$ cat config.mk
export PLATFORM = sky130hd
export DESIGN_NAME = dlb_config_regs
export DESIGN_NICKNAME = d
export VERILOG_FILES = /design/src/hw/dlb_pkg.sv /design/src/hw/dlb_eq_decode.sv /design/src/hw/dlb_config_regs.sv
export SDC_FILE = /design/constraint.sdc
export NUM_CORES = 1
export LEC_CHECK = 0
export BUFFER_PORTS_ARGS = -buffer_cell sky130_fd_sc_hd__buf_4
export CAP_MARGIN = 40
export CORE_AREA = 2 2 87 97
export DETAILED_ROUTE_END_ITERATION = 8
export DIE_AREA = 0 0 89 99
export SYNTH_ARGS = -nofsm -noshare
export SYNTH_HDL_FRONTEND = slang
export SYNTH_HIERARCHICAL = 1
export SYNTH_SLANG_ARGS = --single-unit
$ cat constraint.sdc
create_clock -name mclk -period 1.1 [get_ports mclk]
set_input_delay 0.11 -clock mclk [delete_from_list [all_inputs] [get_ports mclk]]
set_output_delay 0.11 -clock mclk [all_outputs]
set_load 0.02 [all_outputs]
$ cat src/hw/dlb_pkg.sv
package dlb_pkg;

  // ----------------------------------------
  // register offsets
  // ----------------------------------------
  localparam logic [7:0] DLB_OFS_PLL_CONTROL = 8'h0d;
  localparam logic [7:0] DLB_OFS_RX_LANE_CONFIG = 8'h10;
  localparam logic [7:0] DLB_OFS_RX_EQUALIZATION = 8'h11;
  localparam logic [7:0] DLB_OFS_RX_CLOCK_RANGE = 8'h12;
  localparam logic [7:0] DLB_OFS_LVDS_OUTPUT_FORMAT = 8'h18;

  // ----------------------------------------
  // field positions
  // ----------------------------------------
  localparam int DLB_POS_PLL_ENABLE = 0;
  localparam int DLB_POS_LANE_COUNT = 3;
  localparam int DLB_POS_LEADER_TOL_OFF = 0;
  localparam int DLB_POS_DATA_EQ = 6;
  localparam int DLB_POS_CLOCK_EQ = 2;
  localparam int DLB_POS_DE_LOW = 7;
  localparam int DLB_POS_HS_LOW = 6;
  localparam int DLB_POS_VS_LOW = 5;
  localparam int DLB_POS_DEPTH_24 = 3;

  // ----------------------------------------
  // values after reset
  // ----------------------------------------
  localparam logic [7:0] DLB_RST_PLL_CONTROL = 8'h00;
  localparam logic [7:0] DLB_RST_RX_LANE_CONFIG = 8'h38;
  localparam logic [7:0] DLB_RST_RX_EQUALIZATION = 8'h00;
  localparam logic [7:0] DLB_RST_RX_CLOCK_RANGE = 8'h00;
  localparam logic [7:0] DLB_RST_LVDS_OUTPUT_FORMAT = 8'h70;

  // ----------------------------------------
  // equalization codes
  // ----------------------------------------
  localparam logic [1:0] DLB_EQ_NONE = 2'h0;
  localparam logic [1:0] DLB_EQ_1DB = 2'h1;
  localparam logic [1:0] DLB_EQ_2DB = 2'h3;

  typedef struct packed {
    logic wr;
    logic rd;
    logic [7:0] addr;
    logic [7:0] wdata;
  } dlb_req_t;

  typedef struct packed {
    logic [3:0] lanes_on;
    logic leader_tol_off;
    logic [1:0] data_eq_db;
    logic [1:0] clock_eq_db;
    logic [7:0] clock_range_code;
  } dlb_rx_cfg_t;

  typedef struct packed {
    logic de_active_low;
    logic hs_active_low;
    logic vs_active_low;
    logic depth_24;
    logic fourth_lvds_data_pair_on;
  } dlb_lvds_cfg_t;

endpackage

$ cat src/hw/dlb_eq_decode.sv
`timescale 1ns/1ps
`default_nettype none
// maps an equalization code to dB; the reserved code gives zero
module dlb_eq_decode
  import dlb_pkg::*;
(
  input wire logic [1:0] code,
  output logic [1:0] db
);
  always_comb
  begin
    case (code)
      DLB_EQ_1DB: db = 2'h1;
      DLB_EQ_2DB: db = 2'h2;
      default: db = 2'h0;
    endcase
  end
endmodule
`default_nettype wire

$ cat src/hw/dlb_config_regs.sv
`timescale 1ns/1ps
`default_nettype none
// What this block does
// pll enable bit starts the pll with clock settings; clear stops it; resets 0
// host clears pll enable before changing clock source, divider or multiplier
// host sets pll enable only after input clock is stable
// lane count 00..11 gives four..one lanes; resets to one lane
// tolerance off bit 0 accepts one leader bit error, 1 accepts none
// equalization codes: 00 none, 01 1 dB, 11 2 dB; reset 00
// host programs clock range code 0x08..0x64 in 5 MHz steps
// de polarity bit 0 drives de high during active pixels, 1 low
// hsync polarity bit resets 1 for active low; 0 gives active high
// vsync polarity bit resets 1 for active low; 0 gives active high
// depth bit 0 forces 18 bpp, fourth lane off; 1 forces 24 bpp
// host leaves reserved fields at reset values
// host issues soft reset after changing configuration
// all registers readable and writable through the local serial slave
// reserved codes stored unchanged; their effect is undefined
module dlb_config_regs
  import dlb_pkg::*;
(
  input wire logic mclk,
  input wire logic reset_n,
  input wire dlb_req_t req,
  output logic [7:0] rdata,
  output logic rvalid,
  output logic pll_enable,
  output dlb_rx_cfg_t rx_cfg,
  output dlb_lvds_cfg_t lvds_cfg
);

  // ----------------------------------------
  // state
  // ----------------------------------------
  typedef struct packed {
    logic [7:0] pll_control;
    logic [7:0] rx_lane_config;
    logic [7:0] rx_equalization;
    logic [7:0] rx_clock_range;
    logic [7:0] lvds_output_format;
    logic [7:0] rdata;
    logic rvalid;
    logic pll_enable;
    dlb_rx_cfg_t rx_cfg;
    dlb_lvds_cfg_t lvds_cfg;
  } dlb_state_t;

  localparam dlb_state_t DLB_STATE_RESET = '{
    pll_control: DLB_RST_PLL_CONTROL,
    rx_lane_config: DLB_RST_RX_LANE_CONFIG,
    rx_equalization: DLB_RST_RX_EQUALIZATION,
    rx_clock_range: DLB_RST_RX_CLOCK_RANGE,
    lvds_output_format: DLB_RST_LVDS_OUTPUT_FORMAT,
    rdata: 8'h00,
    rvalid: 1'b0,
    pll_enable: 1'b0,
    rx_cfg: '{lanes_on: 4'h1, leader_tol_off: 1'b0, data_eq_db: 2'h0,
              clock_eq_db: 2'h0, clock_range_code: 8'h00},
    lvds_cfg: '{de_active_low: 1'b0, hs_active_low: 1'b1, vs_active_low: 1'b1,
                depth_24: 1'b0, fourth_lvds_data_pair_on: 1'b0}
  };

  dlb_state_t state_q;
  dlb_state_t state_d;
  logic [1:0] data_eq_db;
  logic [1:0] clock_eq_db;

  // ----------------------------------------
  // equalization decode
  // ----------------------------------------
  dlb_eq_decode u_data_eq (
    .code(state_q.rx_equalization[DLB_POS_DATA_EQ +: 2]),
    .db(data_eq_db)
  );

  dlb_eq_decode u_clock_eq (
    .code(state_q.rx_equalization[DLB_POS_CLOCK_EQ +: 2]),
    .db(clock_eq_db)
  );

  // ----------------------------------------
  // next state
  // ----------------------------------------
  always_comb
  begin
    logic [1:0] lane_code;
    lane_code = 2'h0;
    state_d = state_q;
    // whole bytes stored, reserved bits and codes included
    if (req.wr)
    begin
      case (req.addr)
        DLB_OFS_PLL_CONTROL: state_d.pll_control = req.wdata;
        DLB_OFS_RX_LANE_CONFIG: state_d.rx_lane_config = req.wdata;
        DLB_OFS_RX_EQUALIZATION: state_d.rx_equalization = req.wdata;
        DLB_OFS_RX_CLOCK_RANGE: state_d.rx_clock_range = req.wdata;
        DLB_OFS_LVDS_OUTPUT_FORMAT: state_d.lvds_output_format = req.wdata;
        default: state_d.pll_control = state_q.pll_control;
      endcase
    end
    // read returns stored value; unmapped reads as zero
    state_d.rvalid = req.rd;
    if (req.rd)
    begin
      case (req.addr)
        DLB_OFS_PLL_CONTROL: state_d.rdata = state_q.pll_control;
        DLB_OFS_RX_LANE_CONFIG: state_d.rdata = state_q.rx_lane_config;
        DLB_OFS_RX_EQUALIZATION: state_d.rdata = state_q.rx_equalization;
        DLB_OFS_RX_CLOCK_RANGE: state_d.rdata = state_q.rx_clock_range;
        DLB_OFS_LVDS_OUTPUT_FORMAT: state_d.rdata = state_q.lvds_output_format;
        default: state_d.rdata = 8'h00;
      endcase
    end
    // decoded controls follow stored fields one cycle later
    state_d.pll_enable = state_q.pll_control[DLB_POS_PLL_ENABLE];
    lane_code = state_q.rx_lane_config[DLB_POS_LANE_COUNT +: 2];
    case (lane_code)
      2'h0: state_d.rx_cfg.lanes_on = 4'hf;
      2'h1: state_d.rx_cfg.lanes_on = 4'h7;
      2'h2: state_d.rx_cfg.lanes_on = 4'h3;
      default: state_d.rx_cfg.lanes_on = 4'h1;
    endcase
    state_d.rx_cfg.leader_tol_off = state_q.rx_lane_config[DLB_POS_LEADER_TOL_OFF];
    state_d.rx_cfg.data_eq_db = data_eq_db;
    state_d.rx_cfg.clock_eq_db = clock_eq_db;
    // range code passed raw; range checking is the host's job
    state_d.rx_cfg.clock_range_code = state_q.rx_clock_range;
    state_d.lvds_cfg.de_active_low = state_q.lvds_output_format[DLB_POS_DE_LOW];
    state_d.lvds_cfg.hs_active_low = state_q.lvds_output_format[DLB_POS_HS_LOW];
    state_d.lvds_cfg.vs_active_low = state_q.lvds_output_format[DLB_POS_VS_LOW];
    state_d.lvds_cfg.depth_24 = state_q.lvds_output_format[DLB_POS_DEPTH_24];
    state_d.lvds_cfg.fourth_lvds_data_pair_on =
      state_q.lvds_output_format[DLB_POS_DEPTH_24];
  end

  always_ff @(posedge mclk or negedge reset_n)
  begin
    if (!reset_n)
      state_q <= DLB_STATE_RESET;
    else
      state_q <= state_d;
  end

  assign rdata = state_q.rdata;
  assign rvalid = state_q.rvalid;
  assign pll_enable = state_q.pll_enable;
  assign rx_cfg = state_q.rx_cfg;
  assign lvds_cfg = state_q.lvds_cfg;

endmodule
`default_nettype wire

==> key figures <==
Drt
  • Final wirelength: ~6600 um
  • Drt first pass iters: 4
  • Routed via count: between 1500 and 2000
  • Detailed router's first-iteration violation count: 39
  • Antenna-violating nets left: 0
  • # DRC: 0
  • Vias per inst: 4.66
  • WL/cell: ~16 um

Worst setup path
  • Startpoint type of the worst setup path: input pin
  • CP Capture Type: register
  • Worst R2R Start: state_d[3]
  • Crit path max fanout: 4
  • Critical path type: in -> reg
  • Worst endpoint data arrival time: approximately 1.4 ns
  • Worst reg2reg path endpoint: rdata[6]
  • FF-to-FF path depth: 4
  • Critical Path RT: 1.34 ns
  • FF-to-FF setup slack: ~0.11 ns

Cells and area
  • Commonest non-fill, non-tap cells in the layout: buf_4 (62), dfrtp_1 (62), mux2_4 (31)
  • Layout Cell Area excl Fill: 0.00392 mm2
  • Diode count: 0
  • Share of layout cells above drive strength 1: a little under 50%
  • Filler instances: a little over 700
  • Nets: around 300
  • Post-layout util: between 50% and 60%
  • Synth-to-layout area growth: 27.9%

STA
  • Clk_skew: 0.00724 ns
  • Setup Viol. Count Final: 24
  • Final Max Tran Viols: 0
  • Min Clock Period, post-route: 1.17 ns
  • Period utilization: 106%
  • Final worst slack: -0.0706 ns
  • Max Freq: 854 MHz
  • Unrepaired setup endpoints after global routing: true
  • Final hold viol count: 0

Power
  • PwrDens: around 1400 mW/mm2
  • Leakage: approximately 2 nW
  • Maximum VDD drop: 593 uV

Clock network
  • Max clock buf depth: 2
  • Htree depth: 3
  • Clk_lat worst skew: between 0.3 and 0.4 ns
  • Root Driver: clkbuf_8
  • CTS tree: built
  • Clock Pin Slew Worst Setup and Hold Paths: approximately 0.07 ns
  • CTS sink cnt: 70
  • CTS Buf Count: 9

Yosys
  • Syn Nets: approximately 250
  • Avg Cell Area, Syn: about 13 um2
  • Netlist cell types: 28
  • Synth warnings: 6
  • Syn Inst Count: roughly 230
  • Register area share after synthesis: 57.4%
  • FF+latch count, synth: 70
  • Post-Syn Area: ~0.0031 mm2

Floorplan
  • Core area: approximately 0.008 mm2
  • Die ar.: 0.00881 mm2
  • Num rows: 34
  • Initial Utilization: 39.2%
  • Die Y: 99 um
  • Top-Level Pins: between 50 and 60
  • Die width: between 80 and 90 um

Hold path
  • HP Class: in -> reg
  • WHS Endpoint: state_q[70]
  • Hold path start: req[6]
  • Worst hold path depth: 2

GRT
  • GRT Total Usage: about 16%
  • First-pass GRT wire length: 10300 um
  • Initial antenna violation count: 0
  • Largest net degree at the start of global routing: 32
  • GRT Residual Overflow: 0
  • Vias in the first global route: roughly 1900

Placement
  • Port buffer count: 50
  • Dpl hpwl: roughly 4500 um
  • Post-Place Cell Area: around 0.0036 mm2
  • Final RePlAce weighted congestion: between 0.7 and 0.8

Run status
  • Status: finished, violations left
  • Violated checks: setup timing

Flow run
  • Max cap viols: 0
[cells by family after synthesis]
family	synth area share [%]
mux	18.3
other cells	0.122
compound gates	6.53
buf+inv	9.18
flops	57.4
simple gates	8.48
[power by group]
part / switching (mW) / internal [mW]
Sequential: 0.0731 / 2.71
Combinational: 0.293 / 0.305
Clock: 0.977 / 1.10
[per-layer routing]
layer | vias to the layer above | part of all wire [%] | track usage [%] | wire (um)
li1 | 875 | - | - | -
met1 | 930 | 49 | 23.0 | 3210
met2 | 39 | 46 | 23.7 | 3000
met3 | 10 | 3.5 | 3.27 | 229
met4 | 0 | 1.9 | 7.92 | 124
met5 | - | 0 | 0 | 0
[cell type report]
cell class	count	area (um2)	share of cell area [%]
clock buffers	10	138	3.51
clock inverters	6	61.3	1.56
inverters	1	3.75	0.0957
multi-input cells	123	1140	29.0
flip-flops and latches	70	1760	44.9
well taps	108	135	3.44
repair buffers	80	686	17.5
[worst max-delay path, stage by stage]
cell and delay, ns:
buf_6 0.10, nor3_4 0.20, and4bb_1 0.27, and4bb_2 0.31
buf_6 0.14, mux2_4 0.29
[state kept, by name, summed over array words and instances, names as in the netlist]
register    cells
pll_enable      1
state_q        26
state_d        14
rvalid          1
lvds_cfg        4
rdata           8
rx_cfg         16
[per-stage QoR]
| step | std cells | setup TNS [ns] | power, mW | hold slack, ns | setup WS, ns |
|---|---|---|---|---|---|
| floorplan | 233 | -6.20 | 3.15 | -0.186 | -0.290 |
| global placement | 377 | -14.17 | 3.40 | -0.0187 | -0.398 |
| detailed placement | 377 | -15.90 | 3.40 | -0.0136 | -0.461 |
| CTS | 397 | -0.655 | 5.53 | 0.00143 | -0.0627 |
| global route | 398 | -1.66 | 5.67 | 0.0190 | -0.0987 |
| finish | 398 | -0.849 | 5.46 | 0.0195 | -0.0706 |
[worst max-delay path by stage]
stage,from,endpoint,slack (ns)
after floorplan,req[13],state_d[17],-0.29
after global placement,req[13],state_q[33],-0.40
after detailed placement,req[13],state_q[62],-0.46
after CTS,req[14],state_q[62],-0.06
after global routing,req[13],state_q[62],-0.1
final,req[13],state_q[62],-0.07
[cells in the mapped netlist (all sizes together)]
library cell  instances  area [um2]
mux2                 40         480
nor3b                 1        12.5
and4b                 3        30.0
a22oi                 8        60.1
nand2                 3        13.8
and2b                 2        17.5
and4bb                2        25.0
o21ai                 8        40.0
a21oi                 8        40.0
nand3b                1        7.51
nor2b                 1        6.26
buf                  36         267
dfrtp                62        1550
inv                   1        3.75
o21a                  8        60.1
and3b                 1        8.76
clkbuf                3        11.3
conb                  1        3.75
nor3                  1        10.0
mux2i                 8        80.1
and2                 10        65.1
dfstp                 8         210
nor2                 17        63.8
[timing repair]
action,in CTS,in global routing
hold buffers,3,0
endpoints found under the setup margin,27,34
pin swaps,4,4
resized for setup,18,5
hold endpoints to repair,64,0
setup buffers,1,1
Note: power is estimated with default switching activity, not from simulation.
